--- src/common/cvs_pkg.sv ---
// constants of the core voltage scaling register bank
//
// Function
// - go bit ramps core to programmed code
// - go bit self-clears when transition ends
// - completion when internal code reaches target
// - source select: register or default pin
// - pin ground/supply starts at 1.3/1.55 V
// - three discharge enables, one per converter
// - control register 05h, resets to 40h
// - five-bit core code, 25 mV steps
// - core register resets 14h or 1Eh
// - core register reloads on five events
// - slew code doubles rate, 111 immediate
// - slew register 07h, resets 06h
// - two three-bit linear regulator codes
// - regulator codes reset to 011 (first), 010 (second)
// - written core code overrides default pin
// - power good reads zero during ramp/disabled
package cvs_pkg;

    // *********************************************
    // register map
    // *********************************************
    localparam logic [7:0] OFS_CONV_CTRL   = 8'h05;
    localparam logic [7:0] OFS_CORE_CODE   = 8'h06;
    localparam logic [7:0] OFS_SLEW        = 8'h07;
    localparam logic [7:0] OFS_LDO_VOLT    = 8'h08;

    localparam logic [7:0] CONV_CTRL_MASK  = 8'hc7;
    localparam logic [7:0] CORE_CODE_MASK  = 8'h1f;
    localparam logic [7:0] SLEW_MASK       = 8'h07;
    localparam logic [7:0] LDO_VOLT_MASK   = 8'h77;

    localparam logic [7:0] CONV_CTRL_RST   = 8'h40;
    localparam logic [7:0] CORE_CODE_RST   = 8'h14;
    localparam logic [7:0] CORE_CODE_BASE  = 8'h14;
    localparam logic [7:0] SLEW_RST        = 8'h06;
    localparam logic [7:0] LDO_VOLT_RST    = 8'h23;

    // field positions
    localparam int GO_BIT        = 7;
    localparam int SRC_SEL_BIT   = 6;
    localparam int DIS_HI        = 2;
    localparam int PIN_BIT_A     = 3;
    localparam int PIN_BIT_B     = 1;
    localparam int SECOND_LIN_LSB = 4;
    localparam int FIRST_LIN_LSB  = 0;

    localparam logic [2:0] SLEW_IMMEDIATE = 3'h7;

    // *********************************************
    // timing
    // *********************************************
    localparam int CLK_PERIOD_NS    = 25;
    localparam int STEP_UV          = 25000;
    localparam int SLOW_RATE_UV_US  = 150;
    // slowest step interval in ns, rounded down (longest time)
    localparam int STEP_SLOW_NS     = (STEP_UV * 1000) / SLOW_RATE_UV_US;
    localparam int STEP_SLOW_CYCLES = STEP_SLOW_NS / CLK_PERIOD_NS;

endpackage

--- src/design/cvs_ramp_timer.sv ---
// step interval timer for the core voltage ramp
`timescale 1ns/100ps
`default_nettype none
module cvs_ramp_timer #(
    parameter int BASE_CYCLES = cvs_pkg::STEP_SLOW_CYCLES
) (
    input  wire logic       mclk_i,
    input  wire logic       reset_n_i,
    input  wire logic       run_i,
    input  wire logic [2:0] slew_i,
    output logic            tick_o
);

    logic [15:0] cnt_q;
    logic [15:0] reload;

    // each slew code doubles the rate, so halve the interval
    always_comb begin
        reload = 16'((BASE_CYCLES >> slew_i) - 1);
    end

    always_ff @(posedge mclk_i or negedge reset_n_i) begin
        if (!reset_n_i) begin
            cnt_q  <= 16'h0000;
            tick_o <= 1'b0;
        end else if (!run_i) begin
            cnt_q  <= reload;
            tick_o <= 1'b0;
        end else if (slew_i == cvs_pkg::SLEW_IMMEDIATE || cnt_q == 16'h0000) begin
            cnt_q  <= reload;
            tick_o <= 1'b1;
        end else begin
            cnt_q  <= cnt_q - 16'h0001;
            tick_o <= 1'b0;
        end
    end

endmodule
`default_nettype wire

--- src/design/cvs_regs.sv ---
// core voltage scaling registers and dynamic transition engine
`timescale 1ns/100ps
`default_nettype none
module cvs_regs #(
    parameter int STEP_BASE_CYCLES = cvs_pkg::STEP_SLOW_CYCLES
) (
    input  wire logic       mclk_i,
    input  wire logic       reset_n_i,
    // register port from the serial engine
    input  wire logic       wr_en_i,
    input  wire logic       rd_en_i,
    input  wire logic [7:0] addr_i,
    input  wire logic [7:0] wdata_i,
    output logic      [7:0] rdata_o,
    // reload events and pins
    input  wire logic       undervoltage_lockout_i,
    input  wire logic       warm_reset_input_n_i,
    input  wire logic       power_on_reset_output_i,
    input  wire logic       clock_backup_low_i,
    input  wire logic       first_step_down_en_i,
    input  wire logic       core_step_down_en_i,
    input  wire logic       core_default_pin_i,
    input  wire logic       core_below_target_i,
    // to the regulators
    output logic      [4:0] core_rail_code_o,
    output logic            core_pin_ctrl_o,
    output logic      [2:0] discharge_en_o,
    output logic      [2:0] first_ldo_code_o,
    output logic      [2:0] second_ldo_code_o,
    output logic            transition_busy_o,
    output logic            power_good_low_o
);

    typedef enum logic [1:0] {
        CVS_IDLE = 2'b01,
        CVS_RAMP = 2'b10
    } cvs_state_t;

    // *********************************************
    // input synchronisers
    // *********************************************
    logic [4:0] sync1_q;
    logic [4:0] sync2_q;

    always_ff @(posedge mclk_i or negedge reset_n_i) begin
        if (!reset_n_i) begin
            sync1_q <= 5'h03; // lockout reads asserted, warm reset inactive-high, pin reads ground
            sync2_q <= 5'h03;
        end else begin
            sync1_q <= {core_below_target_i, core_default_pin_i, clock_backup_low_i,
                        warm_reset_input_n_i, undervoltage_lockout_i};
            sync2_q <= sync1_q;
        end
    end

    logic undervoltage_lockout_s;
    logic warm_n_s;
    logic rtc_low_s;
    logic pin_s;
    logic below_s;
    assign undervoltage_lockout_s    = sync2_q[0];
    assign warm_n_s  = sync2_q[1];
    assign rtc_low_s = sync2_q[2];
    assign pin_s     = sync2_q[3];
    assign below_s   = sync2_q[4];

    // *********************************************
    // decode
    // *********************************************
    function automatic logic hit(input logic [7:0] a, input logic [7:0] ofs);
        return a == ofs;
    endfunction

    logic wr_ctrl;
    logic wr_core;
    logic wr_slew;
    logic wr_ldo;
    assign wr_ctrl = wr_en_i && hit(addr_i, cvs_pkg::OFS_CONV_CTRL);
    assign wr_core = wr_en_i && hit(addr_i, cvs_pkg::OFS_CORE_CODE);
    assign wr_slew = wr_en_i && hit(addr_i, cvs_pkg::OFS_SLEW);
    assign wr_ldo  = wr_en_i && hit(addr_i, cvs_pkg::OFS_LDO_VOLT);

    // core register reload: any of the five events
    logic core_reload;
    assign core_reload = undervoltage_lockout_s || !warm_n_s || power_on_reset_output_i || rtc_low_s
                         || (!first_step_down_en_i && !core_step_down_en_i);

    // default code carries the pin level in two bits
    logic [7:0] core_default;
    assign core_default = cvs_pkg::CORE_CODE_BASE
                          | (8'(pin_s) << cvs_pkg::PIN_BIT_A)
                          | (8'(pin_s) << cvs_pkg::PIN_BIT_B);

    // *********************************************
    // registers
    // *********************************************
    logic [7:0] ctrl_q;
    logic [7:0] core_q;
    logic [7:0] slew_q;
    logic [7:0] ldo_q;
    logic       core_written_q;
    logic       ramp_done;
    cvs_state_t state_q;

    // go: set by write wins over self-clear on completion
    always_ff @(posedge mclk_i or negedge reset_n_i) begin
        if (!reset_n_i) begin
            ctrl_q <= cvs_pkg::CONV_CTRL_RST;
        end else if (undervoltage_lockout_s) begin
            ctrl_q <= cvs_pkg::CONV_CTRL_RST;
        end else if (wr_ctrl) begin
            ctrl_q <= wdata_i & cvs_pkg::CONV_CTRL_MASK;
        end else if (ramp_done) begin
            ctrl_q[cvs_pkg::GO_BIT] <= 1'b0;
        end
    end

    always_ff @(posedge mclk_i or negedge reset_n_i) begin
        if (!reset_n_i) begin
            core_q         <= cvs_pkg::CORE_CODE_RST;
            core_written_q <= 1'b0;
        end else if (core_reload) begin
            core_q         <= core_default;
            core_written_q <= 1'b0;
        end else if (wr_core) begin
            core_q         <= wdata_i & cvs_pkg::CORE_CODE_MASK;
            core_written_q <= 1'b1;
        end
    end

    always_ff @(posedge mclk_i or negedge reset_n_i) begin
        if (!reset_n_i) begin
            slew_q <= cvs_pkg::SLEW_RST;
        end else if (undervoltage_lockout_s) begin
            slew_q <= cvs_pkg::SLEW_RST;
        end else if (wr_slew) begin
            slew_q <= wdata_i & cvs_pkg::SLEW_MASK;
        end
    end

    always_ff @(posedge mclk_i or negedge reset_n_i) begin
        if (!reset_n_i) begin
            ldo_q <= cvs_pkg::LDO_VOLT_RST;
        end else if (undervoltage_lockout_s) begin
            ldo_q <= cvs_pkg::LDO_VOLT_RST;
        end else if (wr_ldo) begin
            ldo_q <= wdata_i & cvs_pkg::LDO_VOLT_MASK;
        end
    end

    // read data; unmapped offsets read zero
    always_ff @(posedge mclk_i or negedge reset_n_i) begin
        if (!reset_n_i) begin
            rdata_o <= 8'h00;
        end else if (rd_en_i) begin
            unique case (addr_i)
                cvs_pkg::OFS_CONV_CTRL: rdata_o <= ctrl_q;
                cvs_pkg::OFS_CORE_CODE: rdata_o <= core_q;
                cvs_pkg::OFS_SLEW:      rdata_o <= slew_q;
                cvs_pkg::OFS_LDO_VOLT:  rdata_o <= ldo_q;
                default:                rdata_o <= 8'h00;
            endcase
        end
    end

    // *********************************************
    // transition engine
    // *********************************************
    logic [4:0] target;
    logic       step_tick;
    assign target = core_q[4:0];

    cvs_ramp_timer #(
        .BASE_CYCLES (STEP_BASE_CYCLES)
    ) u_timer (
        .mclk_i    (mclk_i),
        .reset_n_i (reset_n_i),
        .run_i     (state_q == CVS_RAMP),
        .slew_i    (slew_q[2:0]),
        .tick_o    (step_tick)
    );

    // done judged on the internal code only, not on the analog output
    assign ramp_done = (state_q == CVS_RAMP) && (core_rail_code_o == target);

    always_ff @(posedge mclk_i or negedge reset_n_i) begin
        if (!reset_n_i) begin
            state_q <= CVS_IDLE;
        end else if (undervoltage_lockout_s || core_reload) begin
            state_q <= CVS_IDLE;
        end else begin
            unique case (state_q)
                CVS_IDLE: begin
                    if (ctrl_q[cvs_pkg::GO_BIT]) begin
                        state_q <= CVS_RAMP;
                    end
                end
                CVS_RAMP: begin
                    if (ramp_done) begin
                        state_q <= CVS_IDLE;
                    end
                end
                default: state_q <= CVS_IDLE;
            endcase
        end
    end

    // internal code walks one step per tick, or jumps when immediate
    always_ff @(posedge mclk_i or negedge reset_n_i) begin
        if (!reset_n_i) begin
            core_rail_code_o <= cvs_pkg::CORE_CODE_RST[4:0];
        end else if (core_reload) begin
            core_rail_code_o <= core_default[4:0];
        end else if (state_q == CVS_RAMP && step_tick && core_rail_code_o != target) begin
            if (slew_q[2:0] == cvs_pkg::SLEW_IMMEDIATE) begin
                core_rail_code_o <= target;
            end else if (core_rail_code_o < target) begin
                core_rail_code_o <= core_rail_code_o + 5'h01;
            end else begin
                core_rail_code_o <= core_rail_code_o - 5'h01;
            end
        end
    end

    // *********************************************
    // outputs
    // *********************************************
    always_ff @(posedge mclk_i or negedge reset_n_i) begin
        if (!reset_n_i) begin
            core_pin_ctrl_o   <= 1'b1;
            discharge_en_o    <= 3'h0;
            first_ldo_code_o  <= cvs_pkg::LDO_VOLT_RST[2:0];
            second_ldo_code_o <= cvs_pkg::LDO_VOLT_RST[6:4];
            transition_busy_o <= 1'b0;
            power_good_low_o  <= 1'b0;
        end else begin
            // a divider on the pin only matters until software writes a code
            core_pin_ctrl_o   <= ctrl_q[cvs_pkg::SRC_SEL_BIT] && !core_written_q;
            discharge_en_o    <= ctrl_q[cvs_pkg::DIS_HI:0];
            first_ldo_code_o  <= ldo_q[cvs_pkg::FIRST_LIN_LSB +: 3];
            second_ldo_code_o <= ldo_q[cvs_pkg::SECOND_LIN_LSB +: 3];
            transition_busy_o <= (state_q == CVS_RAMP) && !ramp_done;
            power_good_low_o  <= below_s && core_step_down_en_i
                                 && !(state_q == CVS_RAMP);
        end
    end
endmodule
`default_nettype wire

--- config.mk ---
export PLATFORM = sky130hd
export DESIGN_NAME = cvs_regs
export DESIGN_NICKNAME = d
export VERILOG_FILES = /design/src/common/cvs_pkg.sv /design/src/design/cvs_ramp_timer.sv /design/src/design/cvs_regs.sv
export SDC_FILE = /design/constraint.sdc
export NUM_CORES = 1
export LEC_CHECK = 0
export ABC_AREA = 0
export ABC_CLOCK_PERIOD_IN_PS = 4700
export BUFFER_PORTS_ARGS = -buffer_cell sky130_fd_sc_hd__buf_2
export CORE_ASPECT_RATIO = 1.75
export CORE_MARGIN = 4
export CORE_UTILIZATION = 60
export CTS_CLUSTER_SIZE = 24
export DETAILED_ROUTE_END_ITERATION = 10
export GPL_TIMING_DRIVEN = 0
export PLACE_DENSITY = 0.83
export SLEW_MARGIN = 20
export SYNTH_ARGS = -nofsm -noshare
export SYNTH_HDL_FRONTEND = slang
export SYNTH_SLANG_ARGS = --single-unit
--- constraint.sdc ---
create_clock -name mclk_i -period 4.7 [get_ports mclk_i]
set_clock_uncertainty 0.15 [all_clocks]
set_input_delay 0 -clock mclk_i [delete_from_list [all_inputs] [get_ports mclk_i]]
set_output_delay 0 -clock mclk_i [all_outputs]
set_load 0.03 [all_outputs]
* After elaboration in Yosys (flattened, before gate mapping)
Cells that the tools add are included.
Word-level totals: input bits 28, register bits after elaboration 87, word-level logic and storage cells 94, output and inout bits 25
Operators by class: bitwise logic cells 1, order comparisons 1, mux-type cells 25, add/sub/neg operators 4, eq/ne operators 11, shift-type cells 1, reduce and logical (&&, ||, !) cells 32
Operators by type and width (number):
- two-way mux 8 bit | 7
- two-way mux 16 bit | 2
- one-hot mux 8 bit (4 select lines) | 1
- equality test 8 x 3 -> 1 bit (second input constant) | 3
- two-way mux 5 bit | 4
- logical NOT 16 bit | 1
- >> shifter 13 x 3 -> 16 bit (first input constant) | 1
- subtractor 16 x 1 -> 16 bit (second input constant) | 1
- subtractor 16 x 2 -> 16 bit (second input constant) | 1
- logical AND 1 bit | 12
- nonzero test 2 bit | 5
- equality test 8 x 4 -> 1 bit (second input constant) | 1
- two-way mux 7 bit | 1
- logical NOT 1 bit | 6
- logical OR 1 bit | 6
- two-way mux 1 bit | 6
- two-way mux 2 bit | 3
- inequality test 3 bit (second input constant) | 2
- adder 5 x 1 -> 5 bit (second input constant) | 1
- equality test 5 bit | 1
- < comparator 5 bit | 1
- inequality test 5 bit | 1
- bitwise OR 5 x 2 -> 5 bit | 1
- subtractor 5 x 1 -> 5 bit (second input constant) | 1
- other kinds (6) | 6

* Depth between registers and ports, before layout
depth in word-level cells 8, mapped depth 12

* Modules after synthesis
A second synthesis with hierarchy kept.
Unflattened totals: cells, all modules 395, area, all modules 4017.6 um2
Modules (own cells, without submodules):
- cvs_regs | area each 2585.0 um2, times used 1, cells an instance 243, sequential area each 1450.1 um2
- cvs_ramp_timer | area each 1432.6 um2, times used 1, cells an instance 152, sequential area each 425.4 um2

* Worst setup path before layout
No wires, ideal clock.
kind flip-flop to flip-flop, start point reg core_rail_code_o[2], end point reg core_rail_code_o[3], cell stages (with the launch flop) 12, setup time 0.116 ns, clock period less this slack 2.800 ns, slack 1.900 ns, data required time 4.434 ns, arrival 2.534 ns, path through dfstp_2 ha_1 a21oi_1 o21ai_0 a31oi_1 inv_1 ha_1 a21o_1 a21oi_1 xnor2_1 mux2i_1 o311ai_0
Between the ends: longest elaborated chain between the ends 5, elaborated cells on any way between the ends 10, those cells by class add/sub: 2; order compare: 1; eq/ne: 1; mux: 4; reduce/logical: 2
Ends and longest elaborated chain:
- start, declared | RTL line cvs_regs.sv:25 | output logic [4:0] core_rail_code_o,
- start signal, assigned | RTL line cvs_regs.sv:211 | core_rail_code_o <= cvs_pkg::CORE_CODE_RST[4:0];
- start signal, assigned | RTL line cvs_regs.sv:213 | core_rail_code_o <= core_default[4:0];
- start signal, assigned | RTL line cvs_regs.sv:216 | core_rail_code_o <= target;
- subtractor 5 x 1 -> 5 bit, or another cell as far along | RTL line cvs_regs.sv:220 | core_rail_code_o <= core_rail_code_o - 5'h01;
- two-way mux 5 bit | RTL line cvs_regs.sv:217 | end else if (core_rail_code_o < target) begin
- two-way mux 5 bit | RTL line cvs_regs.sv:215 | if (slew_q[2:0] == cvs_pkg::SLEW_IMMEDIATE) begin
- two-way mux 5 bit | RTL line cvs_regs.sv:214 | end else if (state_q == CVS_RAMP && step_tick && core_rail_code_o != target) begin
- two-way mux 5 bit | RTL line cvs_regs.sv:212 | end else if (core_reload) begin
Parallel ways exist; a longest one is shown, timed or not. The select of a mux whose other input is x is not followed. A chain may end at the register's enable or synchronous reset.

* Final worst setup path
start point in addr_i[6], end point reg core_q[2]
Between the ends: longest elaborated chain between the ends 3
Ends and longest elaborated chain:
- start, declared | RTL line cvs_regs.sv:12 | input wire logic [7:0] addr_i,
- equality test 8 x 3 -> 1 bit | RTL line cvs_regs.sv:71 | return a == ofs;
- logical AND 1 bit | RTL line cvs_regs.sv:79 | assign wr_core = wr_en_i && hit(addr_i, cvs_pkg::OFS_CORE_CODE);
- nonzero test 2 bit (no source line)
- end signal, assigned | RTL line cvs_regs.sv:120 | core_q <= cvs_pkg::CORE_CODE_RST;
- end signal, assigned | RTL line cvs_regs.sv:123 | core_q <= core_default;
- end signal, assigned | RTL line cvs_regs.sv:126 | core_q <= wdata_i & cvs_pkg::CORE_CODE_MASK;
- end, declared | RTL line cvs_regs.sv:98 | logic [7:0] core_q;
Every way passes these cells.

==> results.py <==
metrics = {
    "run_status": {
        "status": "finished, final reports clean",
    },
    "detailed_routing": {
        "drt_iter0_drc": 191,
        "first_pass_iters": 6,
        "postRouteAntennaNets": 0,
        "drcViolationCount": 0,
        "routed_wl_mm": 10.3,
        "wl_per_cell_um": 19.3,
        "via_per_inst": 6.08,
        "vias": 3234,
    },
    "timing": {
        "maxSlewHeadroom": 0.484,
        "rsz0062_at_grt": "no",
        "post-route-min-period_ns": 3.36,
        "setup_viol": 0,
        "final_max_slew_viol_count": 0,
        "tightest_slew_ns": 0.771,
        "hold_viol_final": 0,
        "finalSetupTns_ns": 0,
        "max_freq_ghz": 0.298,
        "fin_crit_sh": 0.714,
    },
    "finish": {
        "diodes": 0,
        "fin_area_um2": 4660,
        "final_layout_size_suffix_gt1_frac": 0.233,
        "fin_nets": 493,
        "nFillCells": 348,
        "area.growth.synth_to_final_pct": 24.7,
    },
    "power_and_ir_drop": {
        "p_leak_nw": 2.24,
        "power_density_nw_per_um2": 299,
        "max-vdd-ir-drop_mv": 0.249,
    },
    "worst_setup_path": {
        "crit-reg2reg-launch": "core_q[2]$_DFFE_PN1P_",
        "worstSetupPathType": "in -> reg",
        "cp.arrival_ns": 3.51,
        "endpoint": "core_q[2]$_DFFE_PN1P_",
        "reg2reg_slack_ns": 1.53,
        "r2r-end": "core_rail_code_o[3]$_DFFE_PN0P_",
        "r2r_cells": 12,
        "critPathMaxFanout": 6,
        "critPathLaunch": "addr_i[6]",
        "cp-start-kind": "input port",
        "setup.worst_path.end_class": "flip-flop",
        "required_ns": 4.85,
    },
    "floorplan": {
        "ios": 53,
        "die_w_um": 67.7,
        "fp.dieArea_um2": 7610,
        "rows": 37,
        "die_h_um": 112,
        "fp.coreArea_um2": 5970,
        "start_util": 0.626,
    },
    "clock_tree": {
        "numCtsBuffers": 9,
        "clk_pin_slew_worst_paths_ns": 0.08,
        "cts_sinks": 74,
        "htreeDepth": 3,
        "ctsResizeCount": 0,
        "cts_buffer_depth": 2,
        "clk_latency_ns": 0.37,
        "ctsHoldBuffers": 29,
        "cts-root-buf": "clkbuf_8",
        "postCtsSetupBuffers": 0,
        "tritoncts": "built",
    },
    "yosys": {
        "synth_top_cells_by_area": "dfrtp_1 37%, dfstp_2 13%, ha_1 5.0%, a21oi_1 3.3%, mux2i_1 3.2%",
        "async_flop_share": 1.00,
        "ys_seq_area_frac": 0.502,
        "synth_cell_types": 61,
        "syn_avg_cell_area_um2": 10.5,
        "synth_top_area_share": 0.368,
        "postSynthCellCount": 357,
        "syn_nets": 401,
        "yosys_most_used_dff": "dfrtp_1",
        "synthesis.area_um2": 3740,
        "synth_top_cell_by_area": "dfrtp_1",
        "synth_warnings": 0,
        "synth-seq-cells": 74,
        "synth_edf_count": 0,
    },
    "placement": {
        "placedInstanceArea_um2": 4120,
        "io_buffer_count": 51,
        "gp_congestion": 0.909,
        "place_hpwl_mm": 6.50,
    },
    "global_route": {
        "grt_usage": 0.299,
        "grt_max_degree": 58,
        "antenna_found_initial": 0,
        "gr-total-overflow": 0,
        "grt_pass1_vias": 3487,
        "grt_pass1_wl_mm": 16.9,
    },
    "flow_run": {
        "maxCapViolations": 0,
    },
    "worst_hold_path": {
        "hold_path_class": "in -> async",
    },
}
-- cell usage in the layout, fill, tap and decap left out, types with 4 or more instances in the layout --
master / instances
nand3b_1: 4
o2bb2ai_1: 5
nor3_1: 9
o21ai_0: 12
nor2_1: 30
ha_1: 15
xnor2_1: 11
nor2b_1: 4
dfstp_2: 19
xor2_1: 9
and3_1: 4
clkbuf_1: 8
nand3_1: 22
a21oi_1: 25
nand2_1: 27
clkbuf_8: 10
mux2i_1: 12
inv_1: 22
dlygate4sd3_1: 29
dfrtp_1: 55
buf_2: 51
-- metrics by stage --
stage / instances / hold WS (ns) / util / setup WS (ns) / total power, mW
3_5_place_dp: 487 / -0.256 / 0.690 / 1.59 / 0.762
2_1_floorplan: 357 / -0.446 / - / 1.90 / 0.716
5_1_grt: 532 / 0.0419 / 0.781 / 1.25 / 1.43
3_3_place_gp: 486 / -0.0455 / 0.685 / 1.67 / 0.755
4_1_cts: 532 / 0.000392 / 0.781 / 1.49 / 1.39
6_report: 532 / 0.0172 / 0.781 / 1.34 / 1.39
-- power by group --
group	total [mW]	switching [mW]	internal [mW]	leakage, nW
sequential	0.653	0.00707	0.646	0.918
clock	0.624	0.255	0.369	0.127
combinational	0.116	0.0654	0.0509	1.19
total	1.39	0.328	1.07	2.24
-- cells by family (layout without fill, tap and decap cells) --
kind of cell | after synthesis | after routing | share of synthesized area
AO/OA/AOI/OAI | 75 | 75 | 0.135
XOR/XNOR | 20 | 20 | 0.0469
adder cells (fa/ha/maj) | 16 | 16 | 0.0556
buffers and inverters | 33 | 130 | 0.0375
flip-flops | 74 | 74 | 0.502
multiplexers | 13 | 13 | 0.0351
AND/OR/NAND/NOR | 126 | 126 | 0.189
-- synthesized netlist by cell type (all sizes together), types with 3 or more instances --
| cell | n |
|---|---|
| nor4 | 4 |
| xor2 | 9 |
| nor2b | 4 |
| dfstp | 19 |
| nand2b | 3 |
| nand4 | 3 |
| o21ai | 14 |
| mux2i | 12 |
| and3 | 4 |
| nor2 | 31 |
| xnor2 | 11 |
| ha | 15 |
| nand2 | 28 |
| buf | 3 |
| a211oi | 4 |
| a211o | 3 |
| nand3 | 23 |
| o2bb2ai | 5 |
| clkbuf | 8 |
| dfrtp | 55 |
| nor3 | 10 |
| a22o | 3 |
| a21oi | 25 |
| nand3b | 4 |
| inv | 22 |
| a21o | 4 |
-- area by class of cell --
type,instances,area [um2],share of cell area
Multi-Input combinational cell,250,1720,0.370
Sequential cell,74,1880,0.402
Timing Repair Buffer,81,576,0.123
Inverter,22,82.6,0.0177
Clock inverter,6,113,0.0242
Clock buffer,10,138,0.0295
Tap cell,78,97.6,0.0209
Buffer,11,57.6,0.0123
-- critical path, cell delays in order --
cell and delay, ns:
dlygate4sd3_1 0.53, buf_2 0.12, or4_4 0.45, dlygate4sd3_1 0.62
nor3b_4 0.37, nand3_1 0.15, dlygate4sd3_1 0.59, nand3_1 0.09
dlygate4sd3_1 0.59
-- layer usage --
| layer | track usage | share of wire | up-vias | wire length, um |
|---|---|---|---|---|
| li1 | - | - | 1448 | - |
| met1 | 0.309 | 0.34 | 1580 | 3480 |
| met2 | 0.538 | 0.57 | 160 | 5820 |
| met3 | 0.0611 | 0.049 | 46 | 503 |
| met4 | 0.160 | 0.046 | 0 | 469 |
| met5 | 0 | 0 | - | 0 |
-- how the worst min path moves through the flow --
stage / start / endpoint / slack [ns] / cells after the start
global route: reset_n_i / first_ldo_code_o[2]$_DFF_PN0_ / 0.04 / 3
floorplan: reset_n_i / core_q[0]$_DFFE_PN0P_ / -0.45 / 0
detailed placement: reset_n_i / u_timer.cnt_q[3]$_DFF_PN0_ / -0.26 / 1
CTS: addr_i[7] / rdata_o[7]$_DFFE_PN0P_ / 0.0004 / 5
global placement: warm_reset_input_n_i / sync1_q[1]$_DFF_PN1_ / -0.05 / 1
finish: reset_n_i / first_ldo_code_o[2]$_DFF_PN0_ / 0.02 / 3
-- sequential cells by signal, summed over array words and instances (netlist names), 2 cells and up --
| signal | cells |
|---|---|
| state_q | 2 |
| sync1_q | 5 |
| u_timer.cnt_q | 16 |
| rdata_o | 8 |
| second_ldo_code_o | 3 |
| ldo_q | 6 |
| slew_q | 3 |
| discharge_en_o | 3 |
| core_q | 5 |
| ctrl_q | 5 |
| core_rail_code_o | 5 |
| sync2_q | 5 |
| first_ldo_code_o | 3 |
No activity file was read; power rests on OpenSTA's default activity.
